File: src/shared/irq_summary_pkg.sv
package irq_summary_pkg;

    // ------------------------------------------------------------------
    // sizes
    // ------------------------------------------------------------------
    localparam int NUM_CHANNELS        = 22;
    localparam int SOURCES_PER_CHANNEL = 8;
    localparam int DATA_WIDTH          = 32;
    localparam int ADDR_WIDTH          = 12;
    localparam int STROBE_WIDTH        = 4;

    // ------------------------------------------------------------------
    // register byte addresses
    // ------------------------------------------------------------------
    localparam logic [11:0] OFFSET_LOW_SUMMARY   = 12'h2C0;
    localparam logic [11:0] OFFSET_MID_SUMMARY   = 12'h300;
    localparam logic [11:0] OFFSET_UPPER_SUMMARY = 12'h340;
    localparam logic [11:0] OFFSET_ZERO_SUMMARY  = 12'h380;
    localparam logic [11:0] OFFSET_EVENT_STATUS  = 12'h3E0;
    localparam logic [11:0] OFFSET_EVENT_MASK    = 12'h3E4;

    // ------------------------------------------------------------------
    // field layout
    // ------------------------------------------------------------------
    localparam int LOW_FIRST_CHANNEL   = 1;
    localparam int MID_FIRST_CHANNEL   = 9;
    localparam int UPPER_FIRST_CHANNEL = 17;
    localparam int BYTE_FIELD_WIDTH    = 8;
    localparam int UPPER_FIELD_WIDTH   = 5;
    localparam int ZERO_CHANNEL        = 0;
    localparam int ZERO_FIELD_BIT      = 7;

    // ------------------------------------------------------------------
    // reset values
    // ------------------------------------------------------------------
    localparam logic [7:0]              SUMMARY_RESET = 8'h00;
    localparam logic [NUM_CHANNELS-1:0] STATUS_RESET  = 22'h000000;
    localparam logic [NUM_CHANNELS-1:0] MASK_RESET    = 22'h000000;
    localparam logic [DATA_WIDTH-1:0]   RDATA_RESET   = 32'h00000000;
    localparam logic                    PENDING_RESET = 1'b0;

endpackage : irq_summary_pkg

File: src/hw/irq_summary_top.sv
`timescale 1ns/1ps
`default_nettype none

module irq_summary_top #(
    parameter int SOURCES = irq_summary_pkg::SOURCES_PER_CHANNEL
) (
    input  wire logic                                            clk,
    input  wire logic                                            rst_n,
    input  wire logic                                            psel,
    input  wire logic                                            penable,
    input  wire logic                                            pwrite,
    input  wire logic [irq_summary_pkg::ADDR_WIDTH-1:0]          paddr,
    input  wire logic [irq_summary_pkg::DATA_WIDTH-1:0]          pwdata,
    input  wire logic [irq_summary_pkg::STROBE_WIDTH-1:0]        pstrb,
    output logic      [irq_summary_pkg::DATA_WIDTH-1:0]          prdata,
    output logic                                                 pready,
    output logic                                                 pslverr,
    input  wire logic [irq_summary_pkg::NUM_CHANNELS*SOURCES-1:0] channel_sources,
    output logic      [irq_summary_pkg::NUM_CHANNELS-1:0]        channel_pending,
    output logic                                                 irq
);

    localparam int NCH = irq_summary_pkg::NUM_CHANNELS;
    localparam int DW  = irq_summary_pkg::DATA_WIDTH;

    // ------------------------------------------------------------------
    // state
    // ------------------------------------------------------------------
    typedef struct packed {
        logic [DW-1:0]  rdata;
        logic           err;
        logic [NCH-1:0] status;
        logic [NCH-1:0] mask;
        logic [NCH-1:0] seen;
    } top_state_t;

    localparam top_state_t RESET_STATE = '{
        rdata:  irq_summary_pkg::RDATA_RESET,
        err:    1'b0,
        status: irq_summary_pkg::STATUS_RESET,
        mask:   irq_summary_pkg::MASK_RESET,
        seen:   irq_summary_pkg::STATUS_RESET
    };

    top_state_t     state;
    top_state_t     next_state;
    logic [NCH-1:0] pending;

    // ------------------------------------------------------------------
    // per-channel aggregation
    // ------------------------------------------------------------------
    genvar ch;
    generate
        for (ch = 0; ch < NCH; ch++) begin : g_channel
            channel_aggregate #(
                .SOURCES (SOURCES)
            ) u_aggregate (
                .clk     (clk),
                .rst_n   (rst_n),
                .sources (channel_sources[ch*SOURCES +: SOURCES]),
                .pending (pending[ch])
            );
        end
    endgenerate

    // ------------------------------------------------------------------
    // summary field packing
    // ------------------------------------------------------------------
    logic [7:0] low_field;
    logic [7:0] mid_field;
    logic [7:0] upper_field;
    logic [7:0] zero_field;

    always_comb begin
        low_field   = pending[irq_summary_pkg::LOW_FIRST_CHANNEL
                              +: irq_summary_pkg::BYTE_FIELD_WIDTH];
        mid_field   = pending[irq_summary_pkg::MID_FIRST_CHANNEL
                              +: irq_summary_pkg::BYTE_FIELD_WIDTH];
        upper_field = irq_summary_pkg::SUMMARY_RESET;
        upper_field[irq_summary_pkg::UPPER_FIELD_WIDTH-1:0] =
            pending[irq_summary_pkg::UPPER_FIRST_CHANNEL
                    +: irq_summary_pkg::UPPER_FIELD_WIDTH];
        zero_field  = irq_summary_pkg::SUMMARY_RESET;
        zero_field[irq_summary_pkg::ZERO_FIELD_BIT] =
            pending[irq_summary_pkg::ZERO_CHANNEL];
    end

    // ------------------------------------------------------------------
    // address decode
    // ------------------------------------------------------------------
    logic          mapped;
    logic          hit_status;
    logic          hit_mask;
    logic [DW-1:0] read_value;

    always_comb begin
        mapped     = 1'b1;
        hit_status = 1'b0;
        hit_mask   = 1'b0;
        read_value = irq_summary_pkg::RDATA_RESET;
        case (paddr)
            irq_summary_pkg::OFFSET_LOW_SUMMARY: begin
                read_value[7:0] = low_field;
            end
            irq_summary_pkg::OFFSET_MID_SUMMARY: begin
                read_value[7:0] = mid_field;
            end
            irq_summary_pkg::OFFSET_UPPER_SUMMARY: begin
                read_value[7:0] = upper_field;
            end
            irq_summary_pkg::OFFSET_ZERO_SUMMARY: begin
                read_value[7:0] = zero_field;
            end
            irq_summary_pkg::OFFSET_EVENT_STATUS: begin
                hit_status          = 1'b1;
                read_value[NCH-1:0] = state.status;
            end
            irq_summary_pkg::OFFSET_EVENT_MASK: begin
                hit_mask            = 1'b1;
                read_value[NCH-1:0] = state.mask;
            end
            default: begin
                mapped = 1'b0;
            end
        endcase
    end

    // ------------------------------------------------------------------
    // byte lanes
    // ------------------------------------------------------------------
    logic [DW-1:0] lane_mask;

    always_comb begin
        lane_mask = irq_summary_pkg::RDATA_RESET;
        for (int b = 0; b < irq_summary_pkg::STROBE_WIDTH; b++) begin
            lane_mask[b*8 +: 8] = {8{pstrb[b]}};
        end
    end

    // ------------------------------------------------------------------
    // next state
    // ------------------------------------------------------------------
    logic           setup_phase;
    logic           write_commit;
    logic [NCH-1:0] rise;
    logic [NCH-1:0] clear_bits;
    logic [NCH-1:0] write_bits;
    logic [NCH-1:0] mask_lanes;

    always_comb begin
        next_state   = state;
        setup_phase  = psel & ~penable;
        // writes land on the single access edge; zero-wait, so pready is high there
        write_commit = psel & penable & pwrite;
        mask_lanes   = lane_mask[NCH-1:0];
        write_bits   = pwdata[NCH-1:0] & mask_lanes;
        rise         = pending & ~state.seen;
        clear_bits   = {NCH{write_commit & hit_status}} & write_bits;

        // read data is captured at the setup edge so it comes from a flop
        if (setup_phase) begin
            next_state.rdata = pwrite ? irq_summary_pkg::RDATA_RESET : read_value;
            next_state.err   = ~mapped;
        end

        // a new pending edge in the clearing cycle survives the clear
        next_state.seen   = pending;
        next_state.status = (state.status & ~clear_bits) | rise;

        if (write_commit & hit_mask) begin
            next_state.mask = (state.mask & ~mask_lanes) | write_bits;
        end
        // summary registers take no write: their bits mirror the channels
    end

    always_ff @(posedge clk) begin
        if (!rst_n) begin
            state <= RESET_STATE;
        end else begin
            state <= next_state;
        end
    end

    // ------------------------------------------------------------------
    // outputs
    // ------------------------------------------------------------------
    assign prdata          = state.rdata;
    assign pready          = 1'b1;
    // err is held from setup; gate so it only shows during the access phase
    assign pslverr         = psel & penable & state.err;
    assign channel_pending = pending;
    assign irq             = |(state.status & state.mask);

endmodule : irq_summary_top

`default_nettype wire

File: src/hw/channel_aggregate.sv
`timescale 1ns/1ps
`default_nettype none

module channel_aggregate #(
    parameter int SOURCES = irq_summary_pkg::SOURCES_PER_CHANNEL
) (
    input  wire logic               clk,
    input  wire logic               rst_n,
    input  wire logic [SOURCES-1:0] sources,
    output logic                    pending
);

    typedef struct packed {
        logic pending;
    } agg_state_t;

    agg_state_t state;
    agg_state_t next_state;

    always_comb begin
        next_state         = state;
        // level follows the sources: set while any is high, clear once all drop
        next_state.pending = |sources;
    end

    always_ff @(posedge clk) begin
        if (!rst_n) begin
            state.pending <= irq_summary_pkg::PENDING_RESET;
        end else begin
            state <= next_state;
        end
    end

    assign pending = state.pending;

endmodule : channel_aggregate

`default_nettype wire

File: config.mk
export PLATFORM = sky130hd
export DESIGN_NAME = irq_summary_top
export DESIGN_NICKNAME = d
export VERILOG_FILES = /design/src/shared/irq_summary_pkg.sv /design/src/hw/irq_summary_top.sv /design/src/hw/channel_aggregate.sv
export SDC_FILE = /design/constraint.sdc
export NUM_CORES = 1
export LEC_CHECK = 0
export ABC_CLOCK_PERIOD_IN_PS = 1300
export BUFFER_PORTS_ARGS = -buffer_cell sky130_fd_sc_hd__buf_2
export CAP_MARGIN = 20
export CORE_MARGIN = 4
export CORE_UTILIZATION = 41
export DETAILED_ROUTE_END_ITERATION = 10
export PLACE_DENSITY_LB_ADDON = 0.08
export REMOVE_ABC_BUFFERS = 1
export SLEW_MARGIN = 20
export SYNTH_ARGS = -nofsm -noshare
export SYNTH_HDL_FRONTEND = slang
export SYNTH_SLANG_ARGS = --single-unit
File: constraint.sdc
create_clock -name clk -period 1.3 [get_ports clk]
set_input_delay 0 -clock clk [delete_from_list [all_inputs] [get_ports clk]]
set_output_delay 0 -clock clk [all_outputs]
set_load 0.005 [all_outputs]
==> results of run 1 <==
## per-stage QoR
stage / std cells / hold WS, ns / util, %
2_1_floorplan: 540 / 0.143 / -
6_report: 1172 / -0.0198 / 68.6
3_5_place_dp: 1022 / 0.249 / 54.5
5_1_grt: 1172 / 0.00151 / 68.6
4_1_cts: 1159 / 0.00186 / 67.0
3_3_place_gp: 1022 / 0.243 / 54.5
## metal layers
| layer | vias to the layer above | wire length (um) |
|---|---|---|
| li1 | 2915 | - |
| met3 | 70 | 1390 |
| met5 | - | 0 |
| met4 | 0 | 774 |
| met2 | 258 | 11700 |
| met1 | 2936 | 8090 |
## layout make-up
| type | count | area share (%) |
|---|---|---|
| clock buffers | 11 | 2.90 |
| multi-input cells | 406 | 30.0 |
| well taps | 168 | 2.51 |
| repair buffers | 447 | 36.6 |
| diodes | 1 | 0.0299 |
| inverters | 23 | 1.03 |
| flip-flops and latches | 111 | 26.6 |
| clock inverters | 5 | 0.403 |
## cells by family (layout without fill, tap and decap cells)
kind of cell / Yosys count / count (layout)
simple gates: 213 / 213
compound gates: 159 / 159
flops: 111 / 111
buf+inv: 107 / 486
mux: 23 / 23
other cells: 2 / 12
## timing repair
action / CTS / global route
endpoints found under the hold margin: 65 / 6
endpoints found under the setup margin: 2 / 14
hold buffers: 120 / 20
gates resized for setup: 9 / 13
setup buffers: 1 / 0
pin swaps: 5 / 2
## cell usage in the layout, fill, tap and decap left out, drive strengths merged, types with 2 or more instances in the layout
cell         count
nand4            8
and4             3
nand3           35
o21ai           45
dfxtp          111
and3             3
nor4            48
nand2           41
or3             14
o211ai           4
clkbuf          11
clkinv           3
inv             23
buf            315
a21oi           80
conb            11
nor2b            3
mux2i           21
a221oi           4
dlygate4sd3    132
a22o            11
o221ai           3
clkinvlp         2
and2            26
a22oi            8
nor3b            2
nor2            24
mux2             2
## synthesized netlist by cell type, drive strengths merged
library cell	number	share of area [%]
a2111oi	1	0.53
a211oi	1	0.14
a21boi	1	0.14
a21oi	80	7.7
a221oi	4	0.67
a22o	11	1.8
a22oi	8	1.2
and2	26	3.1
and3	3	0.36
and3b	1	0.17
and4	3	0.53
buf	66	9.0
clkbuf	18	1.3
clkinv	1	0.072
conb	2	0.14
dfxtp	111	43
inv	22	1.6
mux2	2	0.43
mux2i	21	4.0
nand2	41	3.0
nand2b	1	0.12
nand3	35	3.4
nand4	8	0.96
nand4b	1	0.17
nor2	24	1.7
nor2b	3	0.36
nor3	1	0.096
nor3b	2	0.29
nor4	48	6.7
o211ai	4	0.58
o21ai	45	4.3
o221ai	3	0.50
o22ai	1	0.12
or2	1	0.12
or3	14	1.8
or4b	1	0.19
## power by group
part           internal (mW)  switching, mW
Combinational          0.743          0.594
Clock                   1.35           1.29
Sequential              3.57          0.147
Total                   5.67           2.03
## worst max path at each step
stage	slack, ns	start	to
finish	-0.23	flop	irq
detailed placement	-0.27	paddr[3]	prdata[10]$_SDFFE_PN0P_
floorplan	-0.51	rst_n	prdata[7]$_SDFFE_PN0P_
global placement	-0.17	paddr[3]	prdata[21]$_SDFFE_PN0P_
global route	-0.30	flop	irq
CTS	-0.24	flop	irq
## worst max-delay path: cells and delay by family, from the launching register on
family / cells / cell delay [ns]
compound gates: 2 / 0.40
buf+inv: 1 / 0.15
flops: 1 / 0.32
simple gates: 2 / 0.31
==> results.ini, run 1 <==
[outcome]
status=finished, violations left
violations=negative hold slack, negative setup slack

[sta]
setup_viol=5
max_freq_mhz=653
tns_ns=-0.333
rsz0062_at_grt=yes
period_needed_ns=1.53
setup_ws_ns=-0.232
holdWs_ns=-0.0198
skew_ns=0.00528
hold_viol=1
slew_violations=0
finalCritPeriodShare_pct=118

[critical_path]
r2r_slack_ns=0.06
crit_required_ns=1.30
rr_endpoint=prdata[7]$_SDFFE_PN0P_
crit_path_end_kind=primary output
crit_type=reg -> out
cp_cell_sequence=a22o_1 > a221oi_2 > and3_1 > nand4_1 > buf_2
arrival_ns=1.53
crit_slowest_cell=dfxtp_2
reg2regPathDepth=4
slowest_delay_ns=0.32
path_max_fanout=2
reg2reg_from=g_channel[0].u_aggregate.pending$_SDFF_PN0_
start_kind=flop

[grt]
grt_use_total_pct=28.4
grt_max_degree=36
grt_pass1_wl_mm=32.3
grt_pass1_vias=6288
grt_busiest_layer=met2
gr-usage-met3_pct=6.88
gr-total-overflow=0
antenna_found_initial=1
use_met1_pct=31.4
use_met2_pct=52.4

[power]
power.leakage_nw=3.75
power_density_mw_per_mm2=919
vdd_drop_max_uv=709
power.total_mw=7.70

[cts]
htreeDepth=3
clk_path_buf_depth=2
clk_latency_ns=0.36
clkTransAtPathRegs_ns=0.07
cts_root_buf=clkbuf_16
clock-sinks=111
numCtsBuffers=9
tritoncts=yes

[synth]
synth_simple_gate_area_share_pct=23.1
synth_top_family_by_area=simple AND/OR/NAND/NOR gates
netlist_area_sq_mm=0.00521
synth-seq-cells=111
yosys_warnings=0
ys_types=45
synth-xor-area-share_pct=0
synth_cells=615
synthMuxAreaShare_pct=4.46
synth_compound_area_share_pct=17.7
yosysSeqAreaShare_pct=42.6
syn_avg_cell_area_sq_um=8.48
synthAdderAreaFrac_pct=0

[placement]
pre_cts_ws_ns=-0.267
gp_congestion=0.888
hpwl_mm=14.5
numPortBuffers=263
placed_area_sq_mm=0.00666

[final_layout]
nets=1227
area_growth_pct=60.7
finish.instance_area_sq_mm=0.00838
drive_above_1_share_pct=36.5
regArea_sq_mm=0.00223
fill_cells=1031
multiInputGateArea_sq_mm=0.00251

[routing]
dr.first_iter.drc_count=403
post_drt_wl_per_cell_um=18.7
drc_errors=0
ant_nets=0
vias=6179
wirelength_mm=22.0
via_per_inst=5.27
first_pass_iters=5

[floorplan]
die_w_um=121
num_io_pins=286
row_count=40
die_y_um=121
core-area_sq_mm=0.0122
die_area_sq_mm=0.0146
start_util_pct=42.7

[min_path]
hold_depth=3
hp-class=in -> reg
min_from=channel_sources[171]
worstHoldEndpoint=g_channel[21].u_aggregate.pending$_SDFF_PN0_

[job]
maxCapViolations=0

Power figures use the tool's default switching activity.
==> run 2: changes to the inputs <==
Settings changed: PLACE_DENSITY_LB_ADDON 0.08 to 0.05.
==> results.ini, run 2 (synthesis results as in run 1) <==
[outcome]
status=finished, violations left
violations=negative hold slack, negative setup slack

[routing]
post_drt_wl_per_cell_um=18.1
dr.first_iter.drc_count=334
ant_nets=0
wirelength_mm=21.3
drc_errors=0
via_per_inst=5.15
first_pass_iters=6
vias=6067

[placement]
hpwl_mm=14.3
numPortBuffers=263
placed_area_sq_mm=0.00670
gp_congestion=0.887

[job]
maxCapViolations=0

[sta]
setup_ws_ns=-0.252
setup_viol=1
skew_ns=0.0100
hold_viol=1
period_needed_ns=1.55
slew_violations=0
slew_headroom_pct=63.3
tightest_slew_ns=0.549
holdWs_ns=-0.0385
max_freq_mhz=644
rsz0062_at_grt=yes
finalCritPeriodShare_pct=119

[critical_path]
path_max_fanout=3
arrival_ns=1.55
rr_endpoint=prdata[7]$_SDFFE_PN0P_
crit_path_end_kind=primary output
reg2regPathDepth=4
crit_slowest_cell=dfxtp_1
slowest_delay_ns=0.33
start_kind=flop
crit_type=reg -> out
crit_required_ns=1.30
setup.worst_path.end=irq
r2r_slack_ns=0.06
cp_cell_sequence=a22oi_2 > nand2_1 > a221oi_2 > nand4_1 > buf_2
reg2reg_from=g_channel[0].u_aggregate.pending$_SDFF_PN0_

[cts]
clkTransAtPathRegs_ns=0.07
clk_latency_ns=0.36
cts_root_buf=clkbuf_16
numCtsBuffers=9
clk_path_buf_depth=2
clock-sinks=111
tritoncts=yes
htreeDepth=3

[final_layout]
final_common_cell=buf_2
finish.instance_area_sq_mm=0.00850
layout_common_cells=buf_2 (262), dlygate4sd3_1 (134), dfxtp_1 (108)
area_growth_pct=63.0
drive_above_1_share_pct=37.3
fin_util_pct=69.6
n_antenna_cell=0
fill_cells=996
nets=1235

[floorplan]
num_io_pins=286
row_count=40
die_y_um=121
die_area_sq_mm=0.0146
start_util_pct=42.7
die_w_um=121
core-area_sq_mm=0.0122

[power]
power.total_mw=7.85
netSwitchingPower_mw=1.99
vdd_drop_max_uv=807
p_sw_share_pct=25.4
power_frac_comb_pct=17.3
intPower_mw=5.86
power.leakage_nw=3.81
power_density_mw_per_mm2=923
seqPwrFrac_pct=47.4
p_clk_share_pct=35.2

[grt]
grt_max_degree=34
grt_pass1_vias=6237
antenna_found_initial=0
grt_pass1_wl_mm=31.5
grt_use_total_pct=27.7
gr-total-overflow=0

[min_path]
hp-class=in -> reg

==> run 2: cell types whose count changed in the layout (fill, tap and decap cells not counted), sizes merged <==
cell / delta
clkbuf: -1
clkinv: -1
clkinvlp: -1
buf: +6
dlygate4sd3: +2
bufinv: +1
diode: -1
==> run 2: power groups by stage <==
| stage | clock network [mW] | registers, mW | logic [mW] |
|---|---|---|---|
| after floorplan | 0 | 3.74 | 0.337 |
| after global placement | 0 | 3.79 | 0.973 |
| after detailed placement | 0 | 3.79 | 1.00 |
| after CTS | 2.81 | 3.72 | 1.24 |
| after global routing | 2.93 | 3.74 | 1.48 |
| final | 2.77 | 3.72 | 1.36 |
==> run 2: how the worst min path moves through the flow <==
stage	startpoint	end	depth (start not counted)
2_1_floorplan	penable	pslverr	1
3_3_place_gp	channel_sources[62]	g_channel[7].u_aggregate.pending$_SDFF_PN0_	3
3_5_place_dp	channel_sources[38]	g_channel[4].u_aggregate.pending$_SDFF_PN0_	3
4_1_cts	paddr[9]	prdata[7]$_SDFFE_PN0P_	4
5_1_grt	channel_sources[3]	g_channel[0].u_aggregate.pending$_SDFF_PN0_	3
6_report	channel_sources[3]	g_channel[0].u_aggregate.pending$_SDFF_PN0_	3
==> run 2: routing by layer <==
layer / GRT usage (%) / wire length, um / up-vias
li1: - / - / 2926
met1: 31.1 / 8340 / 2892
met2: 52.0 / 11400 / 214
met3: 5.38 / 1100 / 35
met4: 9.28 / 469 / 0
met5: 0 / 0 / -
==> run 2: worst max-delay path: cells and delay by family (launching register included) <==
family | cells | cell delay [ns]
buffers and inverters | 1 | 0.16
AO/OA/AOI/OAI | 2 | 0.46
AND/OR/NAND/NOR | 2 | 0.26
flip-flops | 1 | 0.33
==> run 2: timing repair <==
action / 4_1_cts / 5_1_grt
endpoints found under the setup margin: 2 / 27
pin swaps: 6 / 0
gates resized for setup: 11 / 20
hold endpoints to repair: 66 / 7
buffers inserted: 1 / 0
hold buffers: 121 / 20
==> run 2: final cells by class <==
cell class                 count  area [sq um]  area share [%]
clock inverter                 4          47.5           0.559
multi-input combinational    406          2540            29.9
tap                          168           210            2.47
clock buffer                  10           239            2.81
inverter                      23          86.3            1.02
sequential                   111          2230            26.2
timing repair buffer         455          3140            37.0
==> run 2: stage by stage <==
| stage | setup TNS [ns] | setup WS (ns) | cells |
|---|---|---|---|
| floorplan | -4.72 | -0.510 | 540 |
| finish | -0.252 | -0.252 | 1177 |
| global route | -0.413 | -0.376 | 1177 |
| CTS | -0.289 | -0.289 | 1164 |
| detailed placement | -5.26 | -0.205 | 1028 |
| global placement | -4.72 | -0.197 | 1028 |
==> run 3: changes to the inputs <==
Settings changed: BUFFER_PORTS_ARGS -buffer_cell sky130_fd_sc_hd__buf_2 to -buffer_cell sky130_fd_sc_hd__clkbuf_2.
==> results.ini, run 3 (synthesis results as in run 1) <==
[final_layout]
fin_util_pct=69.2
area_growth_pct=62.0
layout_common_cells=clkbuf_2 (263), dlygate4sd3_1 (131), dfxtp_1 (108)
regArea_sq_mm=0.00223
final_common_cell=clkbuf_2
final_cells=1173
nets=1229
drive_above_1_share_pct=37.2
fill_cells=1003
n_antenna_cell=0
multiInputGateArea_sq_mm=0.00254

[placement]
dp_cells=1026
hpwl_mm=14.3
gp_congestion=0.918
pre_cts_ws_ns=-0.156
numPortBuffers=263

[job]
maxCapViolations=0

[outcome]
status=finished, violations left
violations=negative setup slack

[grt]
grt_pass1_wl_mm=31.6
grt_pass1_vias=6334
use_met2_pct=52.5
antenna_found_initial=0
grt_max_degree=36
gr-total-overflow=0
gr-usage-met3_pct=5.24
use_met1_pct=29.6
grt_use_total_pct=27.6
grt_busiest_layer=met2

[sta]
tns_ns=-0.345
holdWs_ns=0.000387
hold_viol=0
finalCritPeriodShare_pct=120
tightest_slew_ns=0.538
rsz0062_at_grt=yes
slew_headroom_pct=63.8
skew_ns=0.00843
setup_viol=3
period_needed_ns=1.56
slew_violations=0
max_freq_mhz=642
setup_ws_ns=-0.258

[min_path]
hp-class=in -> reg
hold_depth=3

[floorplan]
die_w_um=121
row_count=40
core-area_sq_mm=0.0122
die_area_sq_mm=0.0146
start_util_pct=42.7
num_io_pins=286
die_y_um=121

[power]
power.leakage_nw=3.81
vdd_drop_max_uv=554
power_density_mw_per_mm2=962

[critical_path]
arrival_ns=1.56
start_kind=flop
crit_path_end_kind=primary output
setup.worst_path.end=irq
reg2regPathDepth=4
path_max_fanout=2
rr_endpoint=prdata[7]$_SDFFE_PN0P_
r2r_slack_ns=0.09
reg2reg_from=g_channel[0].u_aggregate.pending$_SDFF_PN0_
crit_required_ns=1.30
crit_type=reg -> out

[cts]
clkTransAtPathRegs_ns=0.08
clk_latency_ns=0.36
tritoncts=yes
clock-sinks=111
htreeDepth=3
cts_root_buf=clkbuf_16
clk_path_buf_depth=2
numCtsBuffers=9

[routing]
ant_nets=0
via_per_inst=5.21
first_pass_iters=5
drc_errors=0
wirelength_mm=21.5
post_drt_wl_per_cell_um=18.3
vias=6114
dr.first_iter.drc_count=446

==> run 3: area by class of cell <==
| class | instances | area share [%] |
|---|---|---|
| inverters | 23 | 1.02 |
| repair buffers | 449 | 36.1 |
| well taps | 168 | 2.49 |
| clock buffers | 9 | 2.67 |
| multi-input cells | 406 | 30.1 |
| flip-flops and latches | 111 | 26.4 |
| clock inverters | 7 | 1.27 |
==> run 3: where the power goes <==
group	internal (mW)	switching [mW]	total, mW	leakage, nW
clock network	1.71	1.35	3.06	0.151
registers	3.57	0.150	3.72	0.917
logic	0.744	0.595	1.34	2.75
total	6.03	2.10	8.13	3.81
==> run 3: critical path, cell delays in order (launching register included) <==
cell and delay, ns:
dfxtp_2 0.32, a22o_1 0.24, a221oi_2 0.19, and3_1 0.19, nand4_1 0.11, clkbuf_2 0.14
==> run 3: repair_timing <==
| action | 4_1_cts | 5_1_grt |
|---|---|---|
| hold buffers | 117 | 21 |
| endpoints found under the hold margin | 65 | 6 |
| setup buffers | 1 | 0 |
| pin swaps | 7 | 1 |
| endpoints found under the setup margin | 2 | 15 |
| gates resized for setup | 11 | 15 |
==> run 3: per-layer routing <==
layer,vias up,routed length [um]
li1,2920,-
met1,2889,7880
met2,254,11600
met3,51,1310
met4,0,650
met5,-,0
==> run 3: per-stage QoR <==
step / total power, mW / area [sq um]
after CTS: 8.03 / 8210
after floorplan: 4.07 / 4710
final: 8.13 / 8450
after detailed placement: 4.78 / 6660
after global placement: 4.75 / 6660
after global routing: 8.43 / 8450
==> run 3: worst min-delay path by stage <==
stage	start	endpoint
2_1_floorplan	penable	pslverr
3_3_place_gp	channel_sources[110]	g_channel[13].u_aggregate.pending$_SDFF_PN0_
3_5_place_dp	channel_sources[118]	g_channel[14].u_aggregate.pending$_SDFF_PN0_
4_1_cts	channel_sources[1]	g_channel[0].u_aggregate.pending$_SDFF_PN0_
5_1_grt	channel_sources[0]	g_channel[0].u_aggregate.pending$_SDFF_PN0_
6_report	channel_sources[0]	g_channel[0].u_aggregate.pending$_SDFF_PN0_
